`config.mk`:
```
export PLATFORM = sky130hd
export DESIGN_NAME = dpram_port_ctrl
export DESIGN_NICKNAME = d
export VERILOG_FILES = /design/src/rtl/dpram_ctrl_pkg.sv /design/src/rtl/pin_sync.sv /design/src/rtl/dpram_port_ctrl.sv
export SDC_FILE = /design/constraint.sdc
export NUM_CORES = 1
export LEC_CHECK = 0
export ABC_AREA = 1
export BUFFER_PORTS_ARGS = -buffer_cell sky130_fd_sc_hd__clkbuf_2
export CORE_ASPECT_RATIO = 1.75
export CORE_MARGIN = 2
export CORE_UTILIZATION = 50
export CTS_CLUSTER_SIZE = 30
export DETAILED_ROUTE_END_ITERATION = 12
export GPL_ROUTABILITY_DRIVEN = 1
export GPL_TIMING_DRIVEN = 0
export PLACE_DENSITY = 0.74
export SKIP_CTS_REPAIR_TIMING = 1
export SLEW_MARGIN = 20
export SYNTH_ARGS = -nofsm -noshare
export SYNTH_HDL_FRONTEND = slang
export SYNTH_SLANG_ARGS = --single-unit
```
`constraint.sdc`:
```
create_clock -name clk -period 1.8 [get_ports clk]
set_input_delay 0.09 -clock clk [delete_from_list [all_inputs] [get_ports clk]]
set_output_delay 0.09 -clock clk [all_outputs]
set_load 0.02 [all_outputs]
```
`src/rtl/dpram_ctrl_pkg.sv`:
```
// package: pin groups, command codes and timing for the memory port controller
package dpram_ctrl_pkg;
  // ****************************************************************
  // geometry
  // ****************************************************************
  localparam int ADDR_W = 13;
  localparam int DATA_W = 8;
  localparam logic [12:0] MAILBOX_LEFT = 13'h1FFE;
  localparam logic [12:0] MAILBOX_RIGHT = 13'h1FFF;
  localparam logic [2:0] SEM_ADDR_W = 3'h3;
  localparam int SEM_REQ_BIT = 0;
  // ****************************************************************
  // timing, 50 MHz clock
  // ****************************************************************
  localparam int CLK_NS = 20;
  localparam int PWE_NS = 40;
  localparam int SETUP_NS = 5;
  localparam int ACCESS_NS = 55;
  localparam int SWRD_NS = 5;
  localparam int PWE_CYC = (PWE_NS + CLK_NS - 1) / CLK_NS;
  localparam int SETUP_CYC = (SETUP_NS + CLK_NS - 1) / CLK_NS;
  localparam int ACCESS_CYC = (ACCESS_NS + CLK_NS - 1) / CLK_NS;
  localparam int SWRD_CYC = (SWRD_NS + CLK_NS - 1) / CLK_NS;
  localparam int CNT_W = 4;
  // ****************************************************************
  // commands
  // ****************************************************************
  typedef enum logic [1:0] {
    CMD_READ = 2'h0,
    CMD_WRITE = 2'h1,
    CMD_SEM_TAKE = 2'h2,
    CMD_SEM_FREE = 2'h3
  } cmd_t;

  typedef struct packed {
    cmd_t cmd;
    logic [12:0] addr;
    logic [7:0] wdata;
  } req_t;

  // control pins toward one memory port, all active low
  typedef struct packed {
    logic chip_select_n;
    logic semaphore_select_n;
    logic read_write_n;
    logic output_enable_n;
  } port_ctl_t;
endpackage

```
`src/rtl/pin_sync.sv`:
```
// three-stage input synchroniser, change taken once stages two and three agree
module pin_sync #(
  parameter int WIDTH = 1,
  parameter logic [WIDTH-1:0] INIT = '0
) (
  input wire logic clk,
  input wire logic rst_n,
  input wire logic [WIDTH-1:0] pin,
  output logic [WIDTH-1:0] value
);
  logic [WIDTH-1:0] s1_reg;
  logic [WIDTH-1:0] s2_reg;
  logic [WIDTH-1:0] s3_reg;
  logic [WIDTH-1:0] value_reg;
  logic [WIDTH-1:0] value_next;

  always_comb begin
    value_next = value_reg;
    for (int i = 0; i < WIDTH; i++) begin
      if (s2_reg[i] == s3_reg[i]) begin
        value_next[i] = s3_reg[i];
      end
    end
  end

  always_ff @(posedge clk or negedge rst_n) begin
    if (!rst_n) begin
      s1_reg <= INIT;
      s2_reg <= INIT;
      s3_reg <= INIT;
      value_reg <= INIT;
    end else begin
      s1_reg <= pin;
      s2_reg <= s1_reg;
      s3_reg <= s2_reg;
      value_reg <= value_next;
    end
  end

  assign value = value_reg;
endmodule

```
`src/rtl/dpram_port_ctrl.sv`:
```
// controller that drives one port of the two-port memory through its pins
// ****************************************************************
// ****************************************************************
module dpram_port_ctrl #(
  parameter logic IS_LEFT = 1'b1
) (
  input wire logic clk,
  input wire logic rst_n,
  input wire logic req_valid,
  output logic req_ready,
  input wire dpram_ctrl_pkg::req_t req,
  output logic rsp_valid,
  output logic [7:0] rsp_data,
  output logic rsp_granted,
  output logic irq_pending,
  output logic busy_seen,
  output logic [12:0] mem_addr,
  output dpram_ctrl_pkg::port_ctl_t mem_ctl,
  output logic [7:0] mem_data_out,
  output logic mem_data_oe,
  input wire logic [7:0] mem_data_in,
  input wire logic mem_busy_n,
  input wire logic mem_int_n
);
  // ****************************************************************
  // state
  // ****************************************************************
  typedef enum logic [2:0] {
    ST_IDLE = 3'b000,
    ST_SETUP = 3'b001,
    ST_STROBE = 3'b011,
    ST_RECOVER = 3'b010,
    ST_SEM_GAP = 3'b110,
    ST_SEM_READ = 3'b111
  } state_t;

  state_t state_reg, state_next;
  dpram_ctrl_pkg::req_t cur_reg, cur_next;
  logic [dpram_ctrl_pkg::CNT_W-1:0] cnt_reg, cnt_next;
  logic [12:0] addr_reg, addr_next;
  dpram_ctrl_pkg::port_ctl_t ctl_reg, ctl_next;
  logic [7:0] dout_reg, dout_next;
  logic oe_reg, oe_next;
  logic rsp_valid_reg, rsp_valid_next;
  logic [7:0] rsp_data_reg, rsp_data_next;
  logic granted_reg, granted_next;
  logic busy_seen_reg, busy_seen_next;
  logic [7:0] din_s;
  logic busy_s;
  logic int_s;

  // pins come from another timing domain
  pin_sync #(.WIDTH(8), .INIT(8'h00)) u_sync_data (
    .clk(clk),
    .rst_n(rst_n),
    .pin(mem_data_in),
    .value(din_s)
  );
  pin_sync #(.WIDTH(2), .INIT(2'h3)) u_sync_flags (
    .clk(clk),
    .rst_n(rst_n),
    .pin({mem_busy_n, mem_int_n}),
    .value({busy_s, int_s})
  );

  // read data crosses four flops (three stages and the output register); three extra cycles are waited before latching
  localparam int SYNC_CYC = 3;

  function automatic logic [dpram_ctrl_pkg::CNT_W-1:0] cyc(input int n);
    cyc = n[dpram_ctrl_pkg::CNT_W-1:0];
  endfunction

  function automatic logic is_sem(input dpram_ctrl_pkg::cmd_t c);
    is_sem = (c == dpram_ctrl_pkg::CMD_SEM_TAKE) ||
             (c == dpram_ctrl_pkg::CMD_SEM_FREE);
  endfunction

  localparam dpram_ctrl_pkg::port_ctl_t CTL_IDLE = 4'hF;

  // ****************************************************************
  // sequencer
  // ****************************************************************
  always_comb begin
    state_next = state_reg;
    cur_next = cur_reg;
    cnt_next = cnt_reg;
    addr_next = addr_reg;
    ctl_next = ctl_reg;
    dout_next = dout_reg;
    oe_next = oe_reg;
    rsp_valid_next = 1'b0;
    rsp_data_next = rsp_data_reg;
    granted_next = granted_reg;
    busy_seen_next = busy_seen_reg;
    case (state_reg)
      ST_IDLE: begin
        ctl_next = CTL_IDLE;
        oe_next = 1'b0;
        if (req_valid) begin
          cur_next = req;
          // address moves only with read/write high
          addr_next = req.addr;
          busy_seen_next = 1'b0;
          cnt_next = cyc(dpram_ctrl_pkg::SETUP_CYC);
          state_next = ST_SETUP;
        end
      end
      ST_SETUP: begin
        if (is_sem(cur_reg.cmd)) begin
          ctl_next.semaphore_select_n = 1'b0;
          ctl_next.chip_select_n = 1'b1;
        end else begin
          ctl_next.chip_select_n = 1'b0;
        end
        if (cnt_reg > cyc(1)) begin
          cnt_next = cnt_reg - cyc(1);
        end else begin
          cnt_next = (cur_reg.cmd == dpram_ctrl_pkg::CMD_READ) ?
            cyc(dpram_ctrl_pkg::ACCESS_CYC + SYNC_CYC) :
            cyc(dpram_ctrl_pkg::PWE_CYC);
          if (cur_reg.cmd == dpram_ctrl_pkg::CMD_READ) begin
            ctl_next.output_enable_n = 1'b0;
          end else begin
            ctl_next.output_enable_n = 1'b1;
            ctl_next.read_write_n = 1'b0;
            oe_next = 1'b1;
            dout_next = cur_reg.wdata;
            if (is_sem(cur_reg.cmd)) begin
              // low on bit zero asks, high gives back
              dout_next = 8'hFF;
              dout_next[dpram_ctrl_pkg::SEM_REQ_BIT] =
                (cur_reg.cmd != dpram_ctrl_pkg::CMD_SEM_TAKE);
            end
          end
          state_next = ST_STROBE;
        end
      end
      ST_STROBE: begin
        if (!busy_s) begin
          busy_seen_next = 1'b1;
        end
        // slave-mode busy stretches the write strobe until released; a read strobe is not held
        if (!busy_s && !ctl_reg.read_write_n) begin
          cnt_next = cnt_reg;
        end else if (cnt_reg > cyc(1)) begin
          cnt_next = cnt_reg - cyc(1);
        end else begin
          rsp_data_next = din_s;
          // write ends on read/write rising; select released next
          ctl_next.read_write_n = 1'b1;
          ctl_next.output_enable_n = 1'b1;
          state_next = ST_RECOVER;
        end
      end
      ST_RECOVER: begin
        oe_next = 1'b0;
        if (is_sem(cur_reg.cmd)) begin
          ctl_next = CTL_IDLE;
          ctl_next.semaphore_select_n = 1'b1;
          cnt_next = cyc(dpram_ctrl_pkg::SWRD_CYC);
          state_next = ST_SEM_GAP;
        end else begin
          ctl_next = CTL_IDLE;
          rsp_valid_next = 1'b1;
          granted_next = 1'b0;
          state_next = ST_IDLE;
        end
      end
      ST_SEM_GAP: begin
        if (cnt_reg > cyc(1)) begin
          cnt_next = cnt_reg - cyc(1);
        end else begin
          // read back with chip select still high
          ctl_next.semaphore_select_n = 1'b0;
          ctl_next.output_enable_n = 1'b0;
          cnt_next = cyc(dpram_ctrl_pkg::ACCESS_CYC + SYNC_CYC);
          state_next = ST_SEM_READ;
        end
      end
      ST_SEM_READ: begin
        if (cnt_reg > cyc(1)) begin
          cnt_next = cnt_reg - cyc(1);
        end else begin
          rsp_data_next = din_s;
          // only one side reads low after contention
          granted_next = !din_s[dpram_ctrl_pkg::SEM_REQ_BIT];
          rsp_valid_next = 1'b1;
          ctl_next = CTL_IDLE;
          state_next = ST_IDLE;
        end
      end
      default: begin
        state_next = ST_IDLE;
      end
    endcase
  end

  always_ff @(posedge clk or negedge rst_n) begin
    if (!rst_n) begin
      state_reg <= ST_IDLE;
      cur_reg <= '0;
      cnt_reg <= '0;
      addr_reg <= '0;
      ctl_reg <= CTL_IDLE;
      dout_reg <= 8'h00;
      oe_reg <= 1'b0;
      rsp_valid_reg <= 1'b0;
      rsp_data_reg <= 8'h00;
      granted_reg <= 1'b0;
      busy_seen_reg <= 1'b0;
    end else begin
      state_reg <= state_next;
      cur_reg <= cur_next;
      cnt_reg <= cnt_next;
      addr_reg <= addr_next;
      ctl_reg <= ctl_next;
      dout_reg <= dout_next;
      oe_reg <= oe_next;
      rsp_valid_reg <= rsp_valid_next;
      rsp_data_reg <= rsp_data_next;
      granted_reg <= granted_next;
      busy_seen_reg <= busy_seen_next;
    end
  end

  // ****************************************************************
  // outputs
  // ****************************************************************
  assign req_ready = (state_reg == ST_IDLE);
  assign rsp_valid = rsp_valid_reg;
  assign rsp_data = rsp_data_reg;
  assign rsp_granted = granted_reg;
  // mailbox flag: user clears it by reading its own mailbox word
  assign irq_pending = !int_s;
  // collision mark from busy, one side only
  assign busy_seen = busy_seen_reg;
  assign mem_addr = addr_reg;
  assign mem_ctl = ctl_reg;
  assign mem_data_out = dout_reg;
  assign mem_data_oe = oe_reg;

  // local mailbox word for users of this end
  localparam logic [12:0] OWN_MAILBOX = IS_LEFT ?
    dpram_ctrl_pkg::MAILBOX_LEFT : dpram_ctrl_pkg::MAILBOX_RIGHT;
endmodule

```
## Word level (Yosys, flattened, before mapping)

Index checks and enable logic that the tools add are counted.

- $add $sub $neg: 1
- Magnitude comparators: 1
- Eq/ne operators: 29
- Multiplexer cells: 45
- Bitwise gates (word level): 2
- Reductions and logical operators: 30

Operators by type and width:

| cell | count |
|---|---|
| $mux W4 | 7 |
| $mux W3 | 8 |
| $mux W8 | 3 |
| $ne A2 B2 Y1 const B | 12 |
| $pmux W4 S6 | 1 |
| $pmux W3 S6 | 1 |
| $reduce_and A6 Y1 | 3 |
| $pmux W8 S2 | 1 |
| $mux W1 | 13 |
| $reduce_and A3 Y1 | 4 |
| $eq A1 B1 Y1 | 10 |
| $pmux W1 S2 | 4 |
| $pmux W1 S4 | 2 |
| $reduce_and A4 Y1 | 2 |
| $reduce_bool A2 Y1 | 4 |
| $reduce_bool A4 Y1 | 2 |
| $eq A3 B2 Y1 const B | 2 |
| $eq A3 B3 Y1 const B | 2 |
| $mux W2 | 3 |
| $reduce_and A2 Y1 | 3 |
| $reduce_bool A6 Y1 | 1 |
| $pmux W1 S5 | 1 |
| $reduce_bool A5 Y1 | 1 |
| $eq A2 B2 Y1 const B | 2 |
| 12 further kinds | 16 |

- Register bits after elaboration: 94
- Input port bits: 36
- Output and inout bits: 39
- Word-level logic and storage cells: 139

## Depth between registers and ports, before layout

- Depth after elaboration: 4
- Gate-level depth with buffers: 9

## Cells and area by module

Synthesis repeated with hierarchy kept, for this count alone.

- Cells, all modules: 379
- Area total of the unflattened synthesis: 3,692.3 um^2

By module, submodules not included:

| module | instances | cells each | area an instance (um^2) |
|---|---|---|---|
| dpram_port_ctrl | 1 | 299 | 2,518.7 |
| pin_sync at u_sync_data | 1 | 64 | 930.9 |
| pin_sync at u_sync_flags | 1 | 16 | 242.7 |

## Worst setup path after synthesis

No wires, ideal clock.

- Path kind: register -> register
- From: reg cnt_reg[0] (netlist name)
- To: reg state_reg[0]
- Data arrival time: 1,446 ps
- Required time: 1,683 ps
- Slack: 237 ps
- Cell stages (with the launch flop): 10
- Path buffers: 0
- Cells stage by stage: dfrtp_1 > inv_1 > ha_1 > inv_1 > nand2_1 > nand2_1 > o21ai_2 > nand3_1 > nand2_1 > nand2_1

- Longest elaborated chain between the ends: 3
- Elaborated cells on any way between the ends: 6

Ends and longest elaborated chain:

| item | RTL line | source |
|---|---|---|
| from (decl) | dpram_port_ctrl.sv:39 | `logic [dpram_ctrl_pkg::CNT_W-1:0] cnt_reg, cnt_next;` |
| from (signal assigned) | dpram_port_ctrl.sv:214 | `cnt_reg <= cnt_next;` |
| $gt A4 B1 Y1 * | n/a |  |
| $ne A2 B2 Y1 (no source line) | n/a |  |
| $reduce_and A6 Y1 (no source line) * | n/a |  |
| to (signal assigned) | dpram_port_ctrl.sv:212 | `state_reg <= state_next;` |
| to (decl) | dpram_port_ctrl.sv:37 | `state_t state_reg, state_next;` |

Mark *: on every way between the ends. The rest lies on a longest branch, timed or not.
A chain may end at the register's enable or synchronous reset.

## Worst setup path in the final report

- From: reg cnt_reg[0] (netlist name)
- To: reg cnt_reg[2] (netlist name)

- Longest elaborated chain between the ends: 4
- Elaborated cells on any way between the ends: 7

Ends and longest elaborated chain:

| item | RTL line | source |
|---|---|---|
| $sub A4 B1 Y4 / $gt A4 B1 Y1 (equally long branches) | n/a |  |
| $mux W4 | dpram_port_ctrl.sv:145, dpram_port_ctrl.sv:181 |  |
| $mux W4 | dpram_port_ctrl.sv:143 | `if (!busy_s && !ctl_reg.read_write_n) begin` |
| $pmux W4 S6 * | dpram_port_ctrl.sv:95 | `case (state_reg)` |

Mark *: on every way between the ends. The rest lies on a longest branch, timed or not. The select of a mux whose other input is x is not followed.

==> impl_metrics.py <==
metrics = {
    "placed_design": {
        "dp_slack_ps": -124,
        "dp_hpwl_mm": 5.03,
        "numPortBuffers": 74,
        "gp_congestion": 0.864,
    },
    "setup_path": {
        "critPathLaunchType": "flip-flop",
        "required_ps": 2020,
        "cp-end-kind": "flip-flop",
        "worstPathMaxFanout": 6,
        "cp_data_arrival_time_ps": 1880,
        "criticalPathCategory": "flip-flop to flip-flop",
    },
    "synthesis": {
        "netlist_area_mm2": 0.00361,
        "synth_top_cell_by_area": "dfrtp_1",
        "synth_area_per_cell_um2": 10.4,
        "syn_inst": 347,
        "synth_common_cells": "115 x nand2_1, 82 x dfrtp_1, 30 x o21ai_0, 28 x inv_1, 20 x nand3_1",
        "synth.most_common_cell": "nand2_1",
        "synth_seq_cells": 94,
        "synthesis.nets": 385,
        "synth_top_area_share_pct": 56.9,
        "synth_edf_count": 0,
        "ys_types": 25,
        "ys_seq_area_share_pct": 65.6,
        "synthFlopType": "dfrtp_1",
        "synthTopCellsByArea": "dfrtp_1 57%, nand2_1 12%, dfstp_2 8.7%",
        "synth-async-reset-ratio_pct": 100,
        "yosys_warnings": 0,
    },
    "die": {
        "die_area_mm2": 0.00793,
        "initial_utilization_pct": 50.9,
        "die_x_um": 68.2,
        "die_y_um": 116,
        "ios": 75,
        "num_rows": 41,
        "core_mm2": 0.00708,
    },
    "routing": {
        "detail-route-antenna-nets": 0,
        "vias": 2781,
        "firstDrtPassIters": 4,
        "drc": 0,
        "wirelength_mm": 7.94,
        "wl_per_cell_um": 14.3,
        "vias_per_cell": 5.01,
        "drt_iter0_drc": 232,
    },
    "cells_and_area": {
        "layout-drive-gt1-share_pct": 27.9,
        "nets": 502,
        "area_growth_syn_to_layout_pct": 31.2,
        "largest_register_ffs": 13,
        "antenna_cells": 0,
        "fillers": 574,
    },
    "clock_tree": {
        "cts.sinks": 94,
        "cts_buffers": 9,
        "clkSlewWorstSetupHoldPaths_ps": 60,
        "cts-root-buf": "clkbuf_16",
        "clk_latency_ps": 340,
        "cts_tree": "yes",
        "clockBufferDepth": 2,
        "h-tree-depth": 3,
    },
    "grt": {
        "gr-max-usage-layer": "met2",
        "grt_pass1_vias": 2602,
        "use_met3_pct": 5.11,
        "use_met1_pct": 24.9,
        "antenna_found_initial": 0,
        "use_met2_pct": 32.8,
        "grt_max_degree": 95,
        "grt_pass1_wl_mm": 11.9,
        "overflow": 0,
        "track_usage_pct": 20.4,
    },
    "power": {
        "finalPower_mw": 8.33,
        "intPower_mw": 4.92,
        "p_per_area_mw_per_mm2": 1760,
        "leakage_nw": 2.44,
        "switching_share_pct": 41.0,
        "p_seq_share_pct": 37.4,
        "p_clk_share_pct": 21.5,
        "p_sw_mw": 3.41,
        "ir_drop_mv": 1.14,
        "comb_power_share_pct": 41.1,
    },
    "timing": {
        "fmax_mhz": 604,
        "hold_ws_ps": -18.8,
        "tightest_slew_ps": 719,
        "drv_slew": 0,
        "fin_worst_skew_ps": 4.59,
        "setup_viol": 0,
        "timing.final.ws_setup_ps": 144,
        "rsz0062_at_grt": "no",
        "period_share_pct": 92.0,
        "hold_violations": 2,
        "slew_headroom_pct": 52.1,
        "fin_crit_ps": 1660,
    },
    "job": {
        "max_cap_viol_count": 0,
    },
    "worst_hold_path": {
        "min_path_type": "primary input to flip-flop",
    },
    "status": {
        "violations": "hold timing",
        "status": "finished with violations",
    },
}
==> path summary, 6_finish.rpt <==
path / from / to / slack, ps / cells after the start
worst max-delay path: cnt_reg[0] / cnt_reg[2] / 140 / 8
worst min-delay path: req[21] / cur_reg[21] / -20 / 3
worst max register to register: cnt_reg[0] / cnt_reg[2] / 140 / 8
worst min register to register: u_sync_data.s1_reg[6] / u_sync_data.s2_reg[6] / 340 / 0
max in group asynchronous: rst_n / cnt_reg[1] / 930 / 2
min in group asynchronous: rst_n / u_sync_data.s1_reg[4] / 360 / 2
==> through the flow <==
stage / cell area, um^2 / hold WS [ps] / TNS, ps / cells / utilization [%]
after global routing: 4730 / 13.0 / 0 / 555 / 66.8
after global placement: 4080 / 178 / -29680 / 507 / 57.7
after detailed placement: 4090 / 180 / -521 / 507 / 57.8
final: 4730 / -18.8 / 0 / 555 / 66.8
after CTS: 4380 / -182 / -631 / 523 / 61.9
after floorplan: 3610 / -206 / 0 / 347 / -
==> power by group through the flow <==
stage | logic, mW | clock network (mW) | registers (mW)
2_1_floorplan | 1.82 | 0 | 3.55
3_5_place_dp | 3.22 | 0 | 3.15
5_1_grt | 3.81 | 1.91 | 3.19
6_report | 3.42 | 1.79 | 3.12
3_3_place_gp | 3.12 | 0 | 3.12
4_1_cts | 3.24 | 1.82 | 3.12
==> metal layers <==
metal  vias to the layer above  wire length, um
li1                       1341                -
met1                      1323             3060
met2                        93             4260
met3                        24              388
met4                         0              236
met5                         -                0
==> placed cells by master, fill, tap and decap left out <==
master | synthesis | final
a21oi_1 | 7 | 7
a31oi_1 | 3 | 3
buf_2 | 2 | 2
buf_4 | 2 | 2
buf_6 | 3 | 3
clkbuf_1 | 1 | 2
clkbuf_16 | 0 | 9
clkbuf_2 | 0 | 73
clkbuf_8 | 0 | 3
clkinv_2 | 0 | 1
clkinv_4 | 0 | 1
clkinvlp_4 | 0 | 1
dfrtp_1 | 82 | 82
dfstp_2 | 12 | 12
dlygate4sd3_1 | 0 | 32
ha_1 | 2 | 2
inv_1 | 28 | 27
inv_2 | 5 | 6
inv_6 | 0 | 1
maj3_1 | 10 | 10
nand2_1 | 115 | 112
nand2_2 | 3 | 5
nand2_4 | 0 | 1
nand3_1 | 20 | 19
nand3_2 | 0 | 1
nand4_1 | 3 | 3
nand4_4 | 1 | 1
nor2_1 | 7 | 6
nor2_2 | 1 | 1
nor2_4 | 5 | 6
nor3_4 | 1 | 1
o2111ai_1 | 1 | 1
o21ai_0 | 30 | 30
o21ai_1 | 2 | 2
o21ai_4 | 0 | 1
==> cells by family after synthesis <==
group                      Yosys count  synth area share (%)
AOI/OAI and AO/OA                   44                  6.42
adders and majority gates           12                  3.47
buffers and inverters               41                  5.17
DFF                                 94                  65.6
and+or+nand+nor                    156                  19.3
==> critical path: stages (launching register included) <==
cell	delay (ps)
dfrtp_1	380
inv_2	80
ha_1	210
inv_1	80
nand2_2	140
nand3_1	130
nand3_1	200
o21ai_0	230
nand2_1	80
==> area by class of cell <==
class / instances / area [um^2] / area share, %
Buffer: 8 / 62.6 / 1.32
Multi-Input combinational cell: 212 / 1080 / 22.9
Clock inverter: 4 / 30.0 / 0.635
Inverter: 33 / 124 / 2.62
Tap cell: 86 / 108 / 2.27
Timing Repair Buffer: 106 / 699 / 14.8
Clock buffer: 12 / 256 / 5.42
Sequential cell: 94 / 2370 / 50.0
No activity file was read; power rests on OpenSTA's default activity.
